--- config.mk ---
export PLATFORM = sky130hd
export DESIGN_NAME = custom_emu
export DESIGN_NICKNAME = d
export VERILOG_FILES = /design/src/core/emu_pkg.sv /design/src/core/emu_if.sv /design/src/core/stim_timer.sv /design/src/core/stim_detect.sv /design/src/core/custom_emu.sv
export SDC_FILE = /design/constraint.sdc
export NUM_CORES = 1
export LEC_CHECK = 0
export BUFFER_PORTS_ARGS = -buffer_cell sky130_fd_sc_hd__buf_2
export CAP_MARGIN = 30
export CORE_ASPECT_RATIO = 0.8
export CORE_MARGIN = 1
export CORE_UTILIZATION = 42
export CTS_CLUSTER_SIZE = 12
export DETAILED_ROUTE_END_ITERATION = 8
export PLACE_DENSITY = 0.65
export SKIP_LAST_GASP = 1
export SLEW_MARGIN = 20
export SYNTH_ARGS = -nofsm -noshare
export SYNTH_HDL_FRONTEND = slang
export SYNTH_SLANG_ARGS = --single-unit
--- constraint.sdc ---
create_clock -name CLK_I -period 6.1 [get_ports CLK_I]
set_clock_uncertainty 0.05 [all_clocks]
set_input_delay 0.61 -clock CLK_I [delete_from_list [all_inputs] [get_ports CLK_I]]
set_output_delay 0.61 -clock CLK_I [all_outputs]
set_load 0.02 [all_outputs]
--- src/core/emu_pkg.sv ---
package emu_pkg;
   // Register indices and byte addresses (index times four)
   localparam logic [7:0] CFG_IDX = 8'h40;
   localparam logic [7:0] STIM_IDX = 8'h41;
   localparam logic [7:0] RESP_IDX = 8'h42;
   localparam logic [11:0] CFG_ADDR = {2'h0, CFG_IDX, 2'h0};
   localparam logic [11:0] STIM_ADDR = {2'h0, STIM_IDX, 2'h0};
   localparam logic [11:0] RESP_ADDR = {2'h0, RESP_IDX, 2'h0};
   // Field positions and masks
   localparam int CFG_TO_DIS_BIT = 5;
   localparam int CFG_FIRST_BIT = 2;
   localparam int CFG_RSVD_BIT = 1;
   localparam int CFG_DIS_BIT = 0;
   localparam int STIM_TYPE_BIT = 6;
   localparam logic [7:0] CFG_WMASK = 8'h3d;
   localparam logic [7:0] STIM_WMASK = 8'h7f;
   localparam logic [7:0] CFG_RST = 8'h01;
   localparam logic [6:0] STIM_RST = 7'h00;
   localparam logic [7:0] RESP_RST = 8'h00;
   localparam logic [3:0] MAG_RSVD = 4'hf;
   // Stimulus select codes
   localparam logic [2:0] STIM_VBUS_RDY = 3'h0;
   localparam logic [2:0] STIM_POS_HI = 3'h1;
   localparam logic [2:0] STIM_WINDOW = 3'h2;
   localparam logic [2:0] STIM_NEG_HI = 3'h3;
   localparam logic [2:0] STIM_POS_HI2 = 3'h6;
   localparam logic [2:0] STIM_VBUS_ON = 3'h7;
   // Response select codes
   localparam logic [3:0] RSP_REMOVE = 4'h0;
   localparam logic [3:0] RSP_V_POS = 4'h1;
   localparam logic [3:0] RSP_V_NEG = 4'h2;
   localparam logic [3:0] RSP_V_BOTH = 4'h3;
   localparam logic [3:0] RSP_R_POS = 4'h4;
   localparam logic [3:0] RSP_D_POS = 4'h6;
   localparam logic [3:0] RSP_R_NEG = 4'h7;
   localparam logic [3:0] RSP_D_NEG = 4'h9;
   localparam logic [3:0] RSP_BRIDGE = 4'ha;
   localparam logic [3:0] RSP_D_BOTH = 4'hc;
   localparam logic [3:0] RSP_R_BOTH = 4'hd;
   localparam logic [3:0] RSP_PD_A = 4'he;
   localparam logic [3:0] RSP_PD_B = 4'hf;
   // Timing
   localparam int CLK_PERIOD_NS = 5;
   localparam int MS_NS = 1000000;
   localparam int unsigned MS_CYCLES = MS_NS / CLK_PERIOD_NS;
   localparam logic [6:0] STIM_DELAY_MS [0:7] = '{7'h00, 7'h01, 7'h05, 7'h0a,
                                                  7'h14, 7'h28, 7'h50, 7'h64};
   // What a data line is connected to
   typedef enum logic [1:0] {
      LN_NONE = 2'b00,
      LN_VOLT = 2'b01,
      LN_RGND = 2'b10,
      LN_DIV = 2'b11
   } line_e;
   // Sequencer states
   typedef enum logic [2:0] {
      ST_IDLE = 3'b000,
      ST_WAIT = 3'b001,
      ST_DELAY = 3'b010,
      ST_HOLD = 3'b011,
      ST_DONE = 3'b100,
      ST_PEND = 3'b101
   } seq_e;
endpackage

--- src/core/emu_if.sv ---
`timescale 1ns/1ps
// Sense, detect and timer signals shared by the sequencer and its helpers
interface emu_if;
   logic [2:0] stim_sel;
   logic vbus_rdy;
   logic vbus_on;
   logic pos_hi;
   logic neg_hi;
   logic pos_low;
   logic hit;
   logic tmr_start;
   logic [2:0] tmr_code;
   logic tmr_exp;
   modport det (input stim_sel, vbus_rdy, vbus_on, pos_hi, neg_hi, pos_low, output hit);
   modport tmr (input tmr_start, tmr_code, output tmr_exp);
   modport ctl (output stim_sel, vbus_rdy, vbus_on, pos_hi, neg_hi, pos_low,
                output tmr_start, tmr_code, input hit, tmr_exp);
endinterface

--- src/core/stim_timer.sv ---
`timescale 1ns/1ps
module stim_timer import emu_pkg::*; #(
   parameter int unsigned MS_CYCLES_P = MS_CYCLES
) (
   input wire logic clk_i,
   input wire logic rst_i,
   emu_if.tmr tif
);
   localparam int W = $clog2(MS_CYCLES_P + 1);
   typedef struct packed {
      logic [W-1:0] tick;
      logic [6:0] left;
      logic busy;
      logic exp;
   } tmr_s;
   tmr_s t_r, t_nxt;

   // Millisecond divider restarts on each start so the delay is not short by a tick
   always_comb begin
      t_nxt = t_r;
      t_nxt.exp = 1'b0;
      if (tif.tmr_start) begin
         t_nxt.busy = 1'b1;
         t_nxt.tick = '0;
         t_nxt.left = STIM_DELAY_MS[tif.tmr_code];
      end else if (t_r.busy) begin
         if (t_r.left == 7'h00) begin
            t_nxt.busy = 1'b0;
            t_nxt.exp = 1'b1;
         end else if (t_r.tick == W'(MS_CYCLES_P - 1)) begin
            t_nxt.tick = '0;
            t_nxt.left = t_r.left - 7'h01;
         end else begin
            t_nxt.tick = t_r.tick + 1'b1;
         end
      end
   end

   // State register
   always_ff @(posedge clk_i) begin
      if (rst_i) begin
         t_r <= '0;
      end else begin
         t_r <= t_nxt;
      end
   end

   assign tif.tmr_exp = t_r.exp;
endmodule // stim_timer

--- src/core/stim_detect.sv ---
`timescale 1ns/1ps
module stim_detect import emu_pkg::*; (
   input wire logic clk_i,
   input wire logic rst_i,
   emu_if.det dif
);
   typedef struct packed {
      logic hit;
   } det_s;
   det_s d_r, d_nxt;

   // Comparator choice; threshold comparators are not looked at for VBUS codes
   always_comb begin
      d_nxt = d_r;
      case (dif.stim_sel)
         STIM_VBUS_RDY: d_nxt.hit = dif.vbus_rdy;
         STIM_VBUS_ON: d_nxt.hit = dif.vbus_on;
         STIM_POS_HI, STIM_POS_HI2: d_nxt.hit = dif.pos_hi;
         STIM_NEG_HI: d_nxt.hit = dif.neg_hi;
         STIM_WINDOW: d_nxt.hit = !dif.pos_hi && dif.pos_low;
         default: d_nxt.hit = 1'b0; // Unused codes never fire
      endcase
   end

   // State register
   always_ff @(posedge clk_i) begin
      if (rst_i) begin
         d_r <= '0;
      end else begin
         d_r <= d_nxt;
      end
   end

   assign dif.hit = d_r.hit;
endmodule // stim_detect

--- src/core/custom_emu.sv ---
// Implementation choice: the APB interface to the registers.
`timescale 1ns/1ps
module custom_emu import emu_pkg::*; #(
   parameter int unsigned MS_CYCLES_P = MS_CYCLES
) (
   input wire logic CLK_I,
   input wire logic SYS_RST_I,
   input wire logic PSEL_I,
   input wire logic PENABLE_I,
   input wire logic PWRITE_I,
   input wire logic [11:0] PADDR_I,
   input wire logic [31:0] PWDATA_I,
   output logic [31:0] PRDATA_O,
   output logic PREADY_O,
   output logic PSLVERR_O,
   input wire logic EMU_START_I,
   input wire logic OTHERS_DONE_I,
   input wire logic VBUS_READY_I,
   input wire logic VBUS_PRESENT_I,
   input wire logic POS_ABOVE_TH_I,
   input wire logic NEG_ABOVE_TH_I,
   input wire logic POS_ABOVE_LOW_I,
   output logic PROFILE_EN_O,
   output logic PROFILE_FIRST_O,
   output logic CUSTOM_ACTIVE_O,
   output logic TIMEOUT_RUN_O,
   output logic STIM_HIT_O,
   output logic [1:0] POS_MODE_O,
   output logic [1:0] NEG_MODE_O,
   output logic BRIDGE_O,
   output logic POS_PULLDOWN_O,
   output logic NEG_PULLDOWN_O,
   output logic [3:0] RESP_MAG_O
);
   typedef struct packed {
      logic [7:0] cfg;
      logic en;
      logic [6:0] stim;
      logic [7:0] resp;
      logic pready;
      logic pslverr;
      logic [7:0] prdata;
      seq_e st;
      line_e pos;
      line_e neg;
      logic bridge;
      logic pd_pos;
      logic pd_neg;
      logic [3:0] mag;
      logic active;
      logic timeout_run;
      logic hit;
      logic tstart;
   } top_s;

   top_s s_r, s_nxt;
   logic acc;
   logic wr_done;
   logic mapped;

   emu_if eif ();

   stim_detect u_detect (
      .clk_i(CLK_I),
      .rst_i(SYS_RST_I),
      .dif(eif)
   );

   stim_timer #(
      .MS_CYCLES_P(MS_CYCLES_P)
   ) u_timer (
      .clk_i(CLK_I),
      .rst_i(SYS_RST_I),
      .tif(eif)
   );

   // Sense inputs and timer control toward the helpers
   assign eif.stim_sel = s_r.stim[2:0];
   assign eif.vbus_rdy = VBUS_READY_I;
   assign eif.vbus_on = VBUS_PRESENT_I;
   assign eif.pos_hi = POS_ABOVE_TH_I;
   assign eif.neg_hi = NEG_ABOVE_TH_I;
   assign eif.pos_low = POS_ABOVE_LOW_I;
   assign eif.tmr_start = s_r.tstart;
   assign eif.tmr_code = s_r.stim[5:3];

   // Bus decode; one wait state, writes land on the completing edge
   assign mapped = (PADDR_I == CFG_ADDR) || (PADDR_I == STIM_ADDR) || (PADDR_I == RESP_ADDR);
   assign acc = PSEL_I && PENABLE_I && !s_r.pready;
   assign wr_done = PSEL_I && PENABLE_I && s_r.pready && PWRITE_I && mapped;

   // Drive one line, and settle the untouched line's reset pull-down
   function automatic top_s one_line(input top_s s, input logic to_pos, input line_e m,
                                     input logic keep);
      top_s r;
      r = s;
      if (to_pos) begin
         r.pos = m;
         r.pd_pos = 1'b0;
         r.pd_neg = s.pd_neg && keep && (s.neg == LN_NONE);
      end else begin
         r.neg = m;
         r.pd_neg = 1'b0;
         r.pd_pos = s.pd_pos && keep && (s.pos == LN_NONE);
      end
      return r;
   endfunction

   // Carry out the programmed response on the data lines
   function automatic top_s apply_resp(input top_s s);
      top_s r;
      logic keep;
      r = s;
      keep = (s.stim[2:0] == STIM_VBUS_RDY);
      // Magnitude reads as volts, ohms or divider total by response kind
      r.mag = s.resp[7:4];
      case (s.resp[3:0])
         RSP_REMOVE: begin
            r.pos = LN_NONE;
            r.neg = LN_NONE;
            r.bridge = 1'b0;
         end
         RSP_V_POS: r = one_line(r, 1'b1, LN_VOLT, keep);
         RSP_V_NEG: r = one_line(r, 1'b0, LN_VOLT, keep);
         RSP_R_POS: r = one_line(r, 1'b1, LN_RGND, keep);
         RSP_D_POS: r = one_line(r, 1'b1, LN_DIV, keep);
         RSP_R_NEG: r = one_line(r, 1'b0, LN_RGND, keep);
         RSP_D_NEG: r = one_line(r, 1'b0, LN_DIV, keep);
         RSP_V_BOTH, RSP_R_BOTH, RSP_D_BOTH: begin
            r.pos = (s.resp[3:0] == RSP_V_BOTH) ? LN_VOLT :
                    (s.resp[3:0] == RSP_R_BOTH) ? LN_RGND : LN_DIV;
            r.neg = r.pos;
            r.pd_pos = 1'b0;
            r.pd_neg = 1'b0;
         end
         RSP_BRIDGE: begin
            r.bridge = 1'b1;
            r.pd_pos = 1'b0;
            r.pd_neg = 1'b0;
         end
         RSP_PD_A, RSP_PD_B: begin
            // Other stimulus codes change nothing but the magnitude
            if (s.stim[2:0] == STIM_VBUS_ON) begin
               r.pd_pos = 1'b0;
               r.pd_neg = 1'b0;
            end
         end
         default: r = s; // Unused response codes change nothing
      endcase
      return r;
   endfunction

   // Register file, bus answer and profile sequencer
   always_comb begin
      s_nxt = s_r;
      s_nxt.pready = 1'b0;
      s_nxt.pslverr = 1'b0;
      s_nxt.tstart = 1'b0;
      s_nxt.hit = eif.hit;
      // Access phase: prepare read data and the answer for the next edge
      if (acc) begin
         s_nxt.pready = 1'b1;
         s_nxt.pslverr = !mapped;
         if (PADDR_I == CFG_ADDR) begin
            s_nxt.prdata = s_r.cfg;
         end else if (PADDR_I == STIM_ADDR) begin
            s_nxt.prdata = {1'b0, s_r.stim};
         end else if (PADDR_I == RESP_ADDR) begin
            s_nxt.prdata = s_r.resp;
         end else begin
            s_nxt.prdata = 8'h00;
         end
      end
      if (wr_done) begin
         if (PADDR_I == CFG_ADDR) begin
            s_nxt.cfg = PWDATA_I[7:0] & CFG_WMASK;
         end else if (PADDR_I == STIM_ADDR) begin
            s_nxt.stim = PWDATA_I[6:0] & STIM_WMASK[6:0];
         end else begin
            s_nxt.resp[3:0] = PWDATA_I[3:0];
            if (PWDATA_I[7:4] != MAG_RSVD) begin
               s_nxt.resp[7:4] = PWDATA_I[7:4];
            end
         end
      end
      // Sequencer
      case (s_r.st)
         ST_IDLE: begin
            s_nxt.st = ST_IDLE;
         end
         ST_PEND: begin
            if (OTHERS_DONE_I) begin
               s_nxt.st = ST_WAIT;
            end
         end
         ST_WAIT: begin
            if (eif.hit) begin
               s_nxt.tstart = 1'b1;
               if (s_r.stim[STIM_TYPE_BIT]) begin
                  s_nxt = apply_resp(s_nxt);
                  s_nxt.st = ST_HOLD;
               end else begin
                  s_nxt.st = ST_DELAY;
               end
            end
         end
         ST_DELAY: begin
            if (eif.tmr_exp) begin
               s_nxt = apply_resp(s_nxt);
               s_nxt.st = ST_DONE;
            end
         end
         ST_HOLD: begin
            if (eif.tmr_exp) begin
               if (!eif.hit) begin
                  s_nxt.pos = LN_NONE;
                  s_nxt.neg = LN_NONE;
                  s_nxt.bridge = 1'b0;
               end
               s_nxt.st = ST_DONE;
            end
         end
         ST_DONE: begin
            s_nxt.st = ST_DONE;
         end
         default: s_nxt.st = ST_IDLE;
      endcase
      // A new cycle restarts the sequencer, lines, bridge and magnitude with the reset pull-downs on; the timer is not restarted
      if (EMU_START_I) begin
         s_nxt.pos = LN_NONE;
         s_nxt.neg = LN_NONE;
         s_nxt.bridge = 1'b0;
         s_nxt.pd_pos = 1'b1;
         s_nxt.pd_neg = 1'b1;
         s_nxt.mag = 4'h0;
         s_nxt.tstart = 1'b0;
         if (s_r.cfg[CFG_DIS_BIT]) begin
            s_nxt.st = ST_IDLE;
         end else if (s_r.cfg[CFG_FIRST_BIT]) begin
            s_nxt.st = ST_WAIT;
         end else begin
            s_nxt.st = ST_PEND;
         end
      end
      s_nxt.active = (s_nxt.st != ST_IDLE);
      // Enable kept in its own flop so the output needs no inverter
      s_nxt.en = !s_nxt.cfg[CFG_DIS_BIT];
      // Timeout stays off while the custom profile runs, if asked
      s_nxt.timeout_run = s_nxt.active && !s_nxt.cfg[CFG_TO_DIS_BIT];
   end

   // Only the reset clears the registers
   always_ff @(posedge CLK_I) begin
      if (SYS_RST_I) begin
         s_r <= '0;
         s_r.cfg <= CFG_RST;
         s_r.stim <= STIM_RST;
         s_r.resp <= RESP_RST;
         s_r.st <= ST_IDLE;
         s_r.pos <= LN_NONE;
         s_r.neg <= LN_NONE;
      end else begin
         s_r <= s_nxt;
      end
   end

   // Outputs straight from the state register
   assign PRDATA_O = {24'h000000, s_r.prdata};
   assign PREADY_O = s_r.pready;
   assign PSLVERR_O = s_r.pslverr;
   assign PROFILE_EN_O = s_r.en;
   assign PROFILE_FIRST_O = s_r.cfg[CFG_FIRST_BIT];
   assign CUSTOM_ACTIVE_O = s_r.active;
   assign TIMEOUT_RUN_O = s_r.timeout_run;
   assign STIM_HIT_O = s_r.hit;
   assign POS_MODE_O = s_r.pos;
   assign NEG_MODE_O = s_r.neg;
   assign BRIDGE_O = s_r.bridge;
   assign POS_PULLDOWN_O = s_r.pd_pos;
   assign NEG_PULLDOWN_O = s_r.pd_neg;
   assign RESP_MAG_O = s_r.mag;
endmodule // custom_emu

Word level (Yosys, flattened, before mapping):

Memories as Yosys holds them, arrays and structs flattened.
Cells that the tools add are included.

* add/subtract/negate cells: 2
* multipliers: 0
* divide/modulo/power cells: 0
* order comparisons: 1
* eq/ne operators: 39
* shift-type cells: 0
* muxes and demuxes: 41
* bitwise logic cells: 3
* reductions and logical operators: 45

Operators by type and width (count)
* $mux W8: 10
* $mux W18: 3
* $mux W15: 3
* $eq A12 B9 Y1 const B: 3
* $mux W7: 5
* $pmux W4 S8: 1
* $eq A4 B4 Y1 const B: 6
* $pmux W10 S2: 1
* $add A18 B1 Y18 const B: 1
* $eq A18 B18 Y1 const B: 1
* $eq A3 B3 Y1 const B: 5
* $pmux W3 S5: 1
* $pmux W5 S3: 1
* $mux W14: 1
* $reduce_or A13 Y1: 1
* $eq A3 B2 Y1 const B: 4
* $eq A4 B3 Y1 const B: 3
* $reduce_and A6 Y1: 2
* $reduce_or A3 Y1: 4
* $logic_and A1 B1 Y1: 11
* $mux W10: 1
* $ne A2 B2 Y1 const B: 5
* $mux W3: 3
* $mux W9: 1
* other kinds (31): 54

* flip-flop bits (word level): 80
* latch bits: 0
* RAM bits: 0
* bits in read-only memories: 56
* bits of input ports: 56
* output and inout bits: 50
* word-level logic and storage cells: 155
* memories: 1

Memory list
* (no name shown): depth 8, width 7, rd ports 1, clocked after memory_dff 0, wr ports 0, RTL line stim_timer.sv:25 `t_nxt.left = STIM_DELAY_MS[tif.tmr_code];`

Depth between registers and ports, before layout:

Gate-level depths: netlist (run 1).

* word-level depth: 15
* mapped depth: 9

By module:

A second synthesis (run 1) with hierarchy kept.

* cells, all modules: 576
* area, all modules: 4636.9 µm²

By module, submodules not included
* custom_emu: instances 1, cells each 389, area each 3060.4 µm²
* stim_timer: instances 1, cells each 176, area each 1497.7 µm²
* stim_detect: instances 1, cells each 11, area each 78.8 µm²

Worst setup path after synthesis (run 1):

No wires, ideal clock.

* kind: input to register
* from: input PADDR_I[9]
* to: register s_r (netlist bit RESP_MAG_O[0])
* library setup time: 59 ps
* arrival time: 2899 ps
* required time: 5991 ps
* path slack: 3092 ps
* stages on the path: 7
* cells stage by stage: or4b_1 buf_2 nor4_4 mux2_2 a2111oi_4 mux2i_1 and2_1

* cells in the longest elaborated chain, start to end: 9
* elaborated cells on any way between the ends: 32
* those cells by class: 17 x eq/ne; 9 x mux; 6 x reduce/logical

RTL lines
* from (decl): RTL line custom_emu.sv:11 `input wire logic [11:0] PADDR_I,`
* $eq A12 B9 Y1, on equally long branches: RTL line custom_emu.sv:88, custom_emu.sv:175, custom_emu.sv:177
* $logic_or A1 B1 Y1 (2 in series): RTL line custom_emu.sv:88 `assign mapped = (PADDR_I == CFG_ADDR) || (PADDR_I == STIM_ADDR) || (PADDR_I == RESP_ADDR);`
* $logic_and A1 B1 Y1: RTL line custom_emu.sv:90 `assign wr_done = PSEL_I && PENABLE_I && s_r.pready && PWRITE_I && mapped;`
* $mux W15 (*): RTL line custom_emu.sv:174 `if (wr_done) begin`
* $eq A4 B2 Y1 (tied with other cells): RTL line custom_emu.sv:117 `case (s.resp[3:0])`
* $reduce_or A13 Y1 (no line) / $mux W15 (equally long branches)
* $ne A2 B2 Y1 (no line) / $mux W18 (equally long branches)
* $reduce_and A6 Y1 (no line) / $pmux W10 S2 (equally long branches)
* to (signal assigned): RTL line custom_emu.sv:263 `s_r <= s_nxt;`
* to (decl): RTL line custom_emu.sv:56 `top_s s_r, s_nxt;`

Every way passes the cells marked *; elsewhere a longest branch is shown, timed or not. The select of a mux whose other input is x is not followed.
A chain may end at the register's enable or synchronous reset.

Worst setup path in the final report (run 1):

Same ends and word-level chain as after synthesis.

==> results of run 1 <==
## sequential cells by signal (all words and copies together), names as in the netlist
name,count
BRIDGE_O,1
TIMEOUT_RUN_O,1
NEG_MODE_O,2
u_timer.t_r,26
CUSTOM_ACTIVE_O,1
PROFILE_FIRST_O,1
POS_MODE_O,2
eif.stim_sel,3
u_detect.dif.hit,1
POS_PULLDOWN_O,1
eif.tmr_code,3
s_r,16
PRDATA_O,8
NEG_PULLDOWN_O,1
PROFILE_EN_O,1
u_timer.tif.tmr_exp,1
STIM_HIT_O,1
PREADY_O,1
PSLVERR_O,1
RESP_MAG_O,4
eif.tmr_start,1
## synth_stat cells (4+ instances only)
| cell | number | share of area [%] |
|---|---|---|
| dfxtp_1 | 77 | 35 |
| nor2_1 | 65 | 5.5 |
| nand2_1 | 43 | 3.6 |
| buf_4 | 40 | 6.8 |
| a21oi_1 | 34 | 3.8 |
| clkbuf_1 | 24 | 2.0 |
| o21ai_0 | 22 | 2.5 |
| mux2i_1 | 20 | 4.5 |
| nor3_1 | 19 | 2.1 |
| inv_1 | 16 | 1.4 |
| nand2b_1 | 15 | 2.1 |
| nand3_1 | 13 | 1.5 |
| or3_1 | 10 | 1.4 |
| a211oi_1 | 8 | 1.4 |
| a221o_1 | 8 | 1.8 |
| nor3b_1 | 8 | 1.4 |
| o22ai_1 | 8 | 1.1 |
| a31oi_1 | 7 | 0.99 |
| and2_1 | 7 | 0.99 |
| and3_1 | 7 | 0.99 |
| ha_1 | 7 | 2.0 |
| mux2_2 | 7 | 1.8 |
| nand4_1 | 7 | 0.99 |
| xor2_1 | 7 | 1.4 |
| nor4_1 | 6 | 0.85 |
| xnor2_1 | 6 | 1.2 |
| nor2b_1 | 4 | 0.56 |
| o211ai_1 | 4 | 0.68 |
| or2_2 | 4 | 0.56 |
## per-stage QoR
step	total power, mW	util, %
2_1_floorplan	0.585	-
3_3_place_gp	0.595	44.6
3_5_place_dp	0.596	44.6
4_1_cts	1.18	47.8
5_1_grt	1.21	47.9
6_report	1.17	47.9
## power breakdown
group	internal, mW	switching, mW	leakage [nW]	total [mW]
clock network	0.369	0.216	0.158	0.585
registers	0.508	0.00291	0.622	0.511
logic	0.0224	0.0521	1.11	0.0746
total	0.899	0.271	1.89	1.17
## layout make-up
class / count / area [um2]
inverter: 16 / 60.1
multi-input combinational: 410 / 2490
clock inverter: 6 / 86.3
tap: 140 / 175
clock buffer: 10 / 239
sequential: 77 / 1540
timing repair buffer: 60 / 308
fill: 1007 / 5340
## how the worst max path moves through the flow
stage / startpoint / endpoint / slack [ps]
finish: PADDR_I[9] / RESP_MAG_O[0]$_SDFFE_PP0P_ / 2840
global route: PADDR_I[9] / RESP_MAG_O[0]$_SDFFE_PP0P_ / 2700
CTS: PADDR_I[9] / RESP_MAG_O[3]$_SDFFE_PP0P_ / 2600
detailed placement: PADDR_I[9] / RESP_MAG_O[0]$_SDFFE_PP0P_ / 2250
global placement: PADDR_I[9] / RESP_MAG_O[3]$_SDFFE_PP0P_ / 2310
floorplan: PADDR_I[9] / RESP_MAG_O[0]$_SDFFE_PP0P_ / 3090
## kinds of logic (layout without fill, tap and decap cells)
| group | count (synthesis) | in the layout | share of synthesized area, % |
|---|---|---|---|
| simple gates | 225 | 225 | 26.3 |
| compound gates | 114 | 114 | 17.1 |
| buf+inv | 86 | 92 | 10.9 |
| flops | 77 | 77 | 34.8 |
| mux | 27 | 27 | 6.29 |
| xor+xnor | 13 | 13 | 2.57 |
| fa+ha+maj | 7 | 7 | 1.98 |
| other cells | 1 | 24 | 0.0846 |
## metal layers
layer	vias up	part of all wire, %	GRT usage [%]
li1	1929	-	-
met1	1814	49	30.1
met2	156	42	29.4
met3	13	7.6	5.10
met4	0	1.5	6.86
met5	-	0	0
## worst reg2reg max path, stage by stage, from the launching register on
cell,delay (ps)
dfxtp_1,380
nand4_1,190
nor4_4,520
buf_6,240
mux2_2,390
a2111oi_4,560
mux2i_1,240
and2_1,130
==> flow_summary.yaml, run 1 <==
grt:
  grt_overflow: 0
  antenna_found_initial: 0
  grt_max_degree: 52
  grt_use_total_pct: 20.7
  grt_pass1_wl_um: 17600
  grt_pass1_vias: 3529
worst_setup_path:
  path_buf_inv: 2
  rrSetupSlack_ps: 3350
  cp_top_family: "simple AND/OR/NAND/NOR gates"
  cp_cell_sequence: "buf_2 > or4b_1 > nor4_4 > buf_6 > mux2_2 > a2111oi_4 > mux2i_1 > and2_1"
  r2r_cells: 7
  worstSetupPathType: "in2reg"
  slowest_stage: "or4b_1"
  max_stage_delay_ps: 650
  startpoint_type: "input pin"
  cp.arrival_ps: 3490
  critPathRequiredTime_ps: 6330
  crit_path_end_kind: "flop"
  worstReg2RegStart: "PREADY_O$_SDFF_PP0_"
  timing.rr.end: "RESP_MAG_O[0]$_SDFFE_PP0P_"
  worst-path-max-fanout: 11
  cp.depth: 8
layout:
  area_growth_syn_to_layout_pct: 10.6
  drive_above_1_share_pct: 16.8
  nNetsFinal: 637
  final_common_cell: "dfxtp_1"
  diodes: 0
  fin_area_um2: 4900
  most-common-layout-cells: "dfxtp_1, nor2_1, buf_2, nand2_1, a21oi_1"
  instances_no_fill: 719
placed_design:
  dpl-instance-area_um2: 4570
  dp_hpwl_um: 7530
  preCtsSetupSlack_ps: 2250
  portBuffers: 57
  globalplace.congestion: 0.908
  dp.cells: 702
synth:
  yosys_warnings: 0
  synth_edf_count: 0
  syn_avg_cell_area_um2: 8.06
  ys_async_sr_fraction_pct: 0
  synthesis.area_um2: 4430
  ys_seq_area_share_pct: 34.8
  ys_ff_latch: 77
  synthCells: 550
  synth_flop_cell: "dfxtp_1"
  synth_cell_types: 61
floorplan:
  die_h_um: 93.9
  die_w_um: 117
  dieArea_um2: 11000
  ioPinCount: 106
  rows: 33
  core_um2: 10200
  start_util_pct: 43.3
hold_path:
  hp-start: "PRDATA_O[7]$_SDFFE_PP0P_"
  hold_end: "PRDATA_O[7]$_SDFFE_PP0P_"
  hp-class: "reg2reg"
  min_path_cells: 2
routing:
  wl_per_cell_um: 14.8
  routed_via_density: 5.44
  drtPass1Iterations: 7
  dr.first_iter.drc_count: 340
  wl_um: 10700
  ant_nets: 0
  drc: 2
  vias: 3912
clock_network:
  cts_buffer_depth: 2
  cts_resized: 0
  cts_tree: "done"
  path_clk_slew_ps: 60
  cts.sinks: 77
  htreeDepth: 3
  post-cts-setup-buffers: 0
  clk_latency_ps: 330
  cts_made_buffers: 9
  cts-root-buf: "clkbuf_16"
  cts_hold_buf: 0
sta:
  relSlewSlack_pct: 50.1
  hold_viol_final: 0
  max_slew.worst_pin.slew_ps: 746
  setup_violations: 0
  final.setup.tns_ps: 0
  hold-worst-slack_ps: 426
  fmax_mhz: 307
  grt_setup_unrepaired: "false"
  finalWorstSetupSlack_ps: 2840
  maxSlewViolCount: 0
  post-route-min-period_ps: 3260
  timing.final.crit_share_pct: 53.5
run_status:
  status: "finished with violations"
  violations: "DRC"
job:
  maxCapViolCount: 0
power:
  powerDensity_nw_per_um2: 239
  peakVddDrop_mv: 0.114
  p_leak_nw: 1.89
Note: power is estimated with default switching activity, not from simulation.
==> run 2: changes to the inputs <==
- PLACE_DENSITY: 0.65 -> 0.68
- clock period: 6.1 -> 3 ns (I/O delays scaled with it)
==> run 2 against run 1 <==
The run now ends clean. Worst hold slack got worse by 220 ps. Total power rose by 96%. Combinational power up 100%. Sequential share of layout area is 0.28 points lower. Sequential power increased by 100%. Critical path depth is 1 lower.
==> flow_summary.yaml, run 2 (synthesis gave the netlist of run 1 again) <==
clock_network:
  cts_tree: "done"
  clk_latency_ps: 340
  cts_made_buffers: 9
  cts_buffer_depth: 2
  cts_resized: 0
  cts_hold_buf: 0
  cts-root-buf: "clkbuf_16"
  cts.sinks: 77
  post-cts-setup-buffers: 0
  htreeDepth: 3
  path_clk_slew_ps: 60
sta:
  relSlewSlack_pct: 43.9
  timing.final.crit_share_pct: 87.1
  finalWorstSetupSlack_ps: 388
  fmax_mhz: 383
  max_slew.worst_pin.slew_ps: 830
  setup_violations: 0
  final.setup.tns_ps: 0
  hold_viol_final: 0
  post-route-min-period_ps: 2610
  maxSlewViolCount: 0
  grt_setup_unrepaired: "false"
worst_setup_path:
  max_stage_delay_ps: 650
  worstSetupPathType: "in2reg"
  startpoint_type: "input pin"
  cp.arrival_ps: 2760
  slowest_stage: "or4b_1"
  critPathRequiredTime_ps: 3140
  cp_top_family: "simple AND/OR/NAND/NOR gates"
  worst-path-max-fanout: 14
  crit_path_end_kind: "flop"
  cp_cell_sequence: "buf_2 > or4b_1 > nor4_4 > buf_4 > mux2_2 > a311oi_1 > o221ai_1"
  path_buf_inv: 2
routing:
  drtPass1Iterations: 6
  vias: 3955
  wl_per_cell_um: 14.6
  drc: 0
  dr.first_iter.drc_count: 311
  routed_via_density: 5.43
  wl_um: 10600
  ant_nets: 0
floorplan:
  die_w_um: 117
  dieArea_um2: 11000
  core_um2: 10200
  die_h_um: 93.9
  start_util_pct: 43.3
  rows: 33
  ioPinCount: 106
layout:
  largest_reg_flops: 26
  final_common_cell: "dfxtp_1"
  top_register: "u_timer.t_r"
  most-common-layout-cells: "dfxtp_1, nor2_1, buf_2, nand2_1, a21oi_1"
  diodes: 0
  nNetsFinal: 646
  fin_area_um2: 4950
  area_growth_syn_to_layout_pct: 11.6
  drive_above_1_share_pct: 18.0
placed_design:
  dpl-instance-area_um2: 4650
  portBuffers: 57
  preCtsSetupSlack_ps: 79.3
  globalplace.congestion: 0.927
  dp_hpwl_um: 7760
grt:
  grt_use_total_pct: 20.6
  grt_pass1_vias: 3651
  grt_pass1_wl_um: 17700
  grt_overflow: 0
  grt_max_degree: 43
  antenna_found_initial: 0
power:
  peakVddDrop_mv: 0.236
  powerDensity_nw_per_um2: 464
  p_total_mw: 2.30
  p_leak_nw: 1.92
job:
  maxCapViolCount: 0
run_status:
  status: "completed"
hold_path:
  hp-class: "in2reg"
[run 2: final cells by class]
type	instances	area [um2]
fillers	1017	5290
multi-input cells	410	2490
flip-flops and latches	77	1540
repair buffers	69	375
clock buffers	11	243
well taps	140	175
inverters	16	60.1
clock inverters	5	58.8
[run 2: stage by stage]
stage	cells	hold WS, ps	utilization (%)
after CTS	728	201	48.3
after global placement	712	400	45.4
after detailed placement	712	399	45.4
final	728	206	48.3
after global routing	728	212	48.3
after floorplan	573	326	-
[run 2: per-layer routing]
layer | GRT usage [%] | vias up | part of all wire [%]
met3 | 4.19 | 8 | 7.4
met4 | 5.06 | 0 | 0.70
met1 | 30.8 | 1845 | 50
met5 | 0 | - | 0
li1 | - | 1949 | -
met2 | 30.0 | 153 | 42
[run 2: final timing paths]
| check | startpoint | to | slack [ps] | cells past startpoint |
|---|---|---|---|---|
| min | SYS_RST_I | NEG_PULLDOWN_O$_SDFFE_PP0P_ | 210 | 2 |
| min reg2reg | PRDATA_O[7]$_SDFFE_PP0P_ | PRDATA_O[7]$_SDFFE_PP0P_ | 420 | 2 |
| max reg2reg | u_timer.t_r[18]$_SDFFE_PP0P_ | u_timer.t_r[8]$_SDFFE_PP0P_ | 530 | 6 |
| max | PADDR_I[9] | POS_PULLDOWN_O$_SDFFE_PP0P_ | 390 | 7 |
[run 2: worst register-to-register path, cell delays in order, from the launching register on]
cell      delay, ps
dfxtp_1         340
or4b_2          680
nor4_1          300
nand4_1         280
nor2b_1         290
a311oi_1        330
nor3_1           70
[run 2: report_power, final]
group	leakage (nW)	switching (mW)	total (mW)	internal [mW]
registers	0.622	0.00600	1.04	1.03
clock network	0.142	0.439	1.11	0.669
logic	1.16	0.105	0.151	0.0456
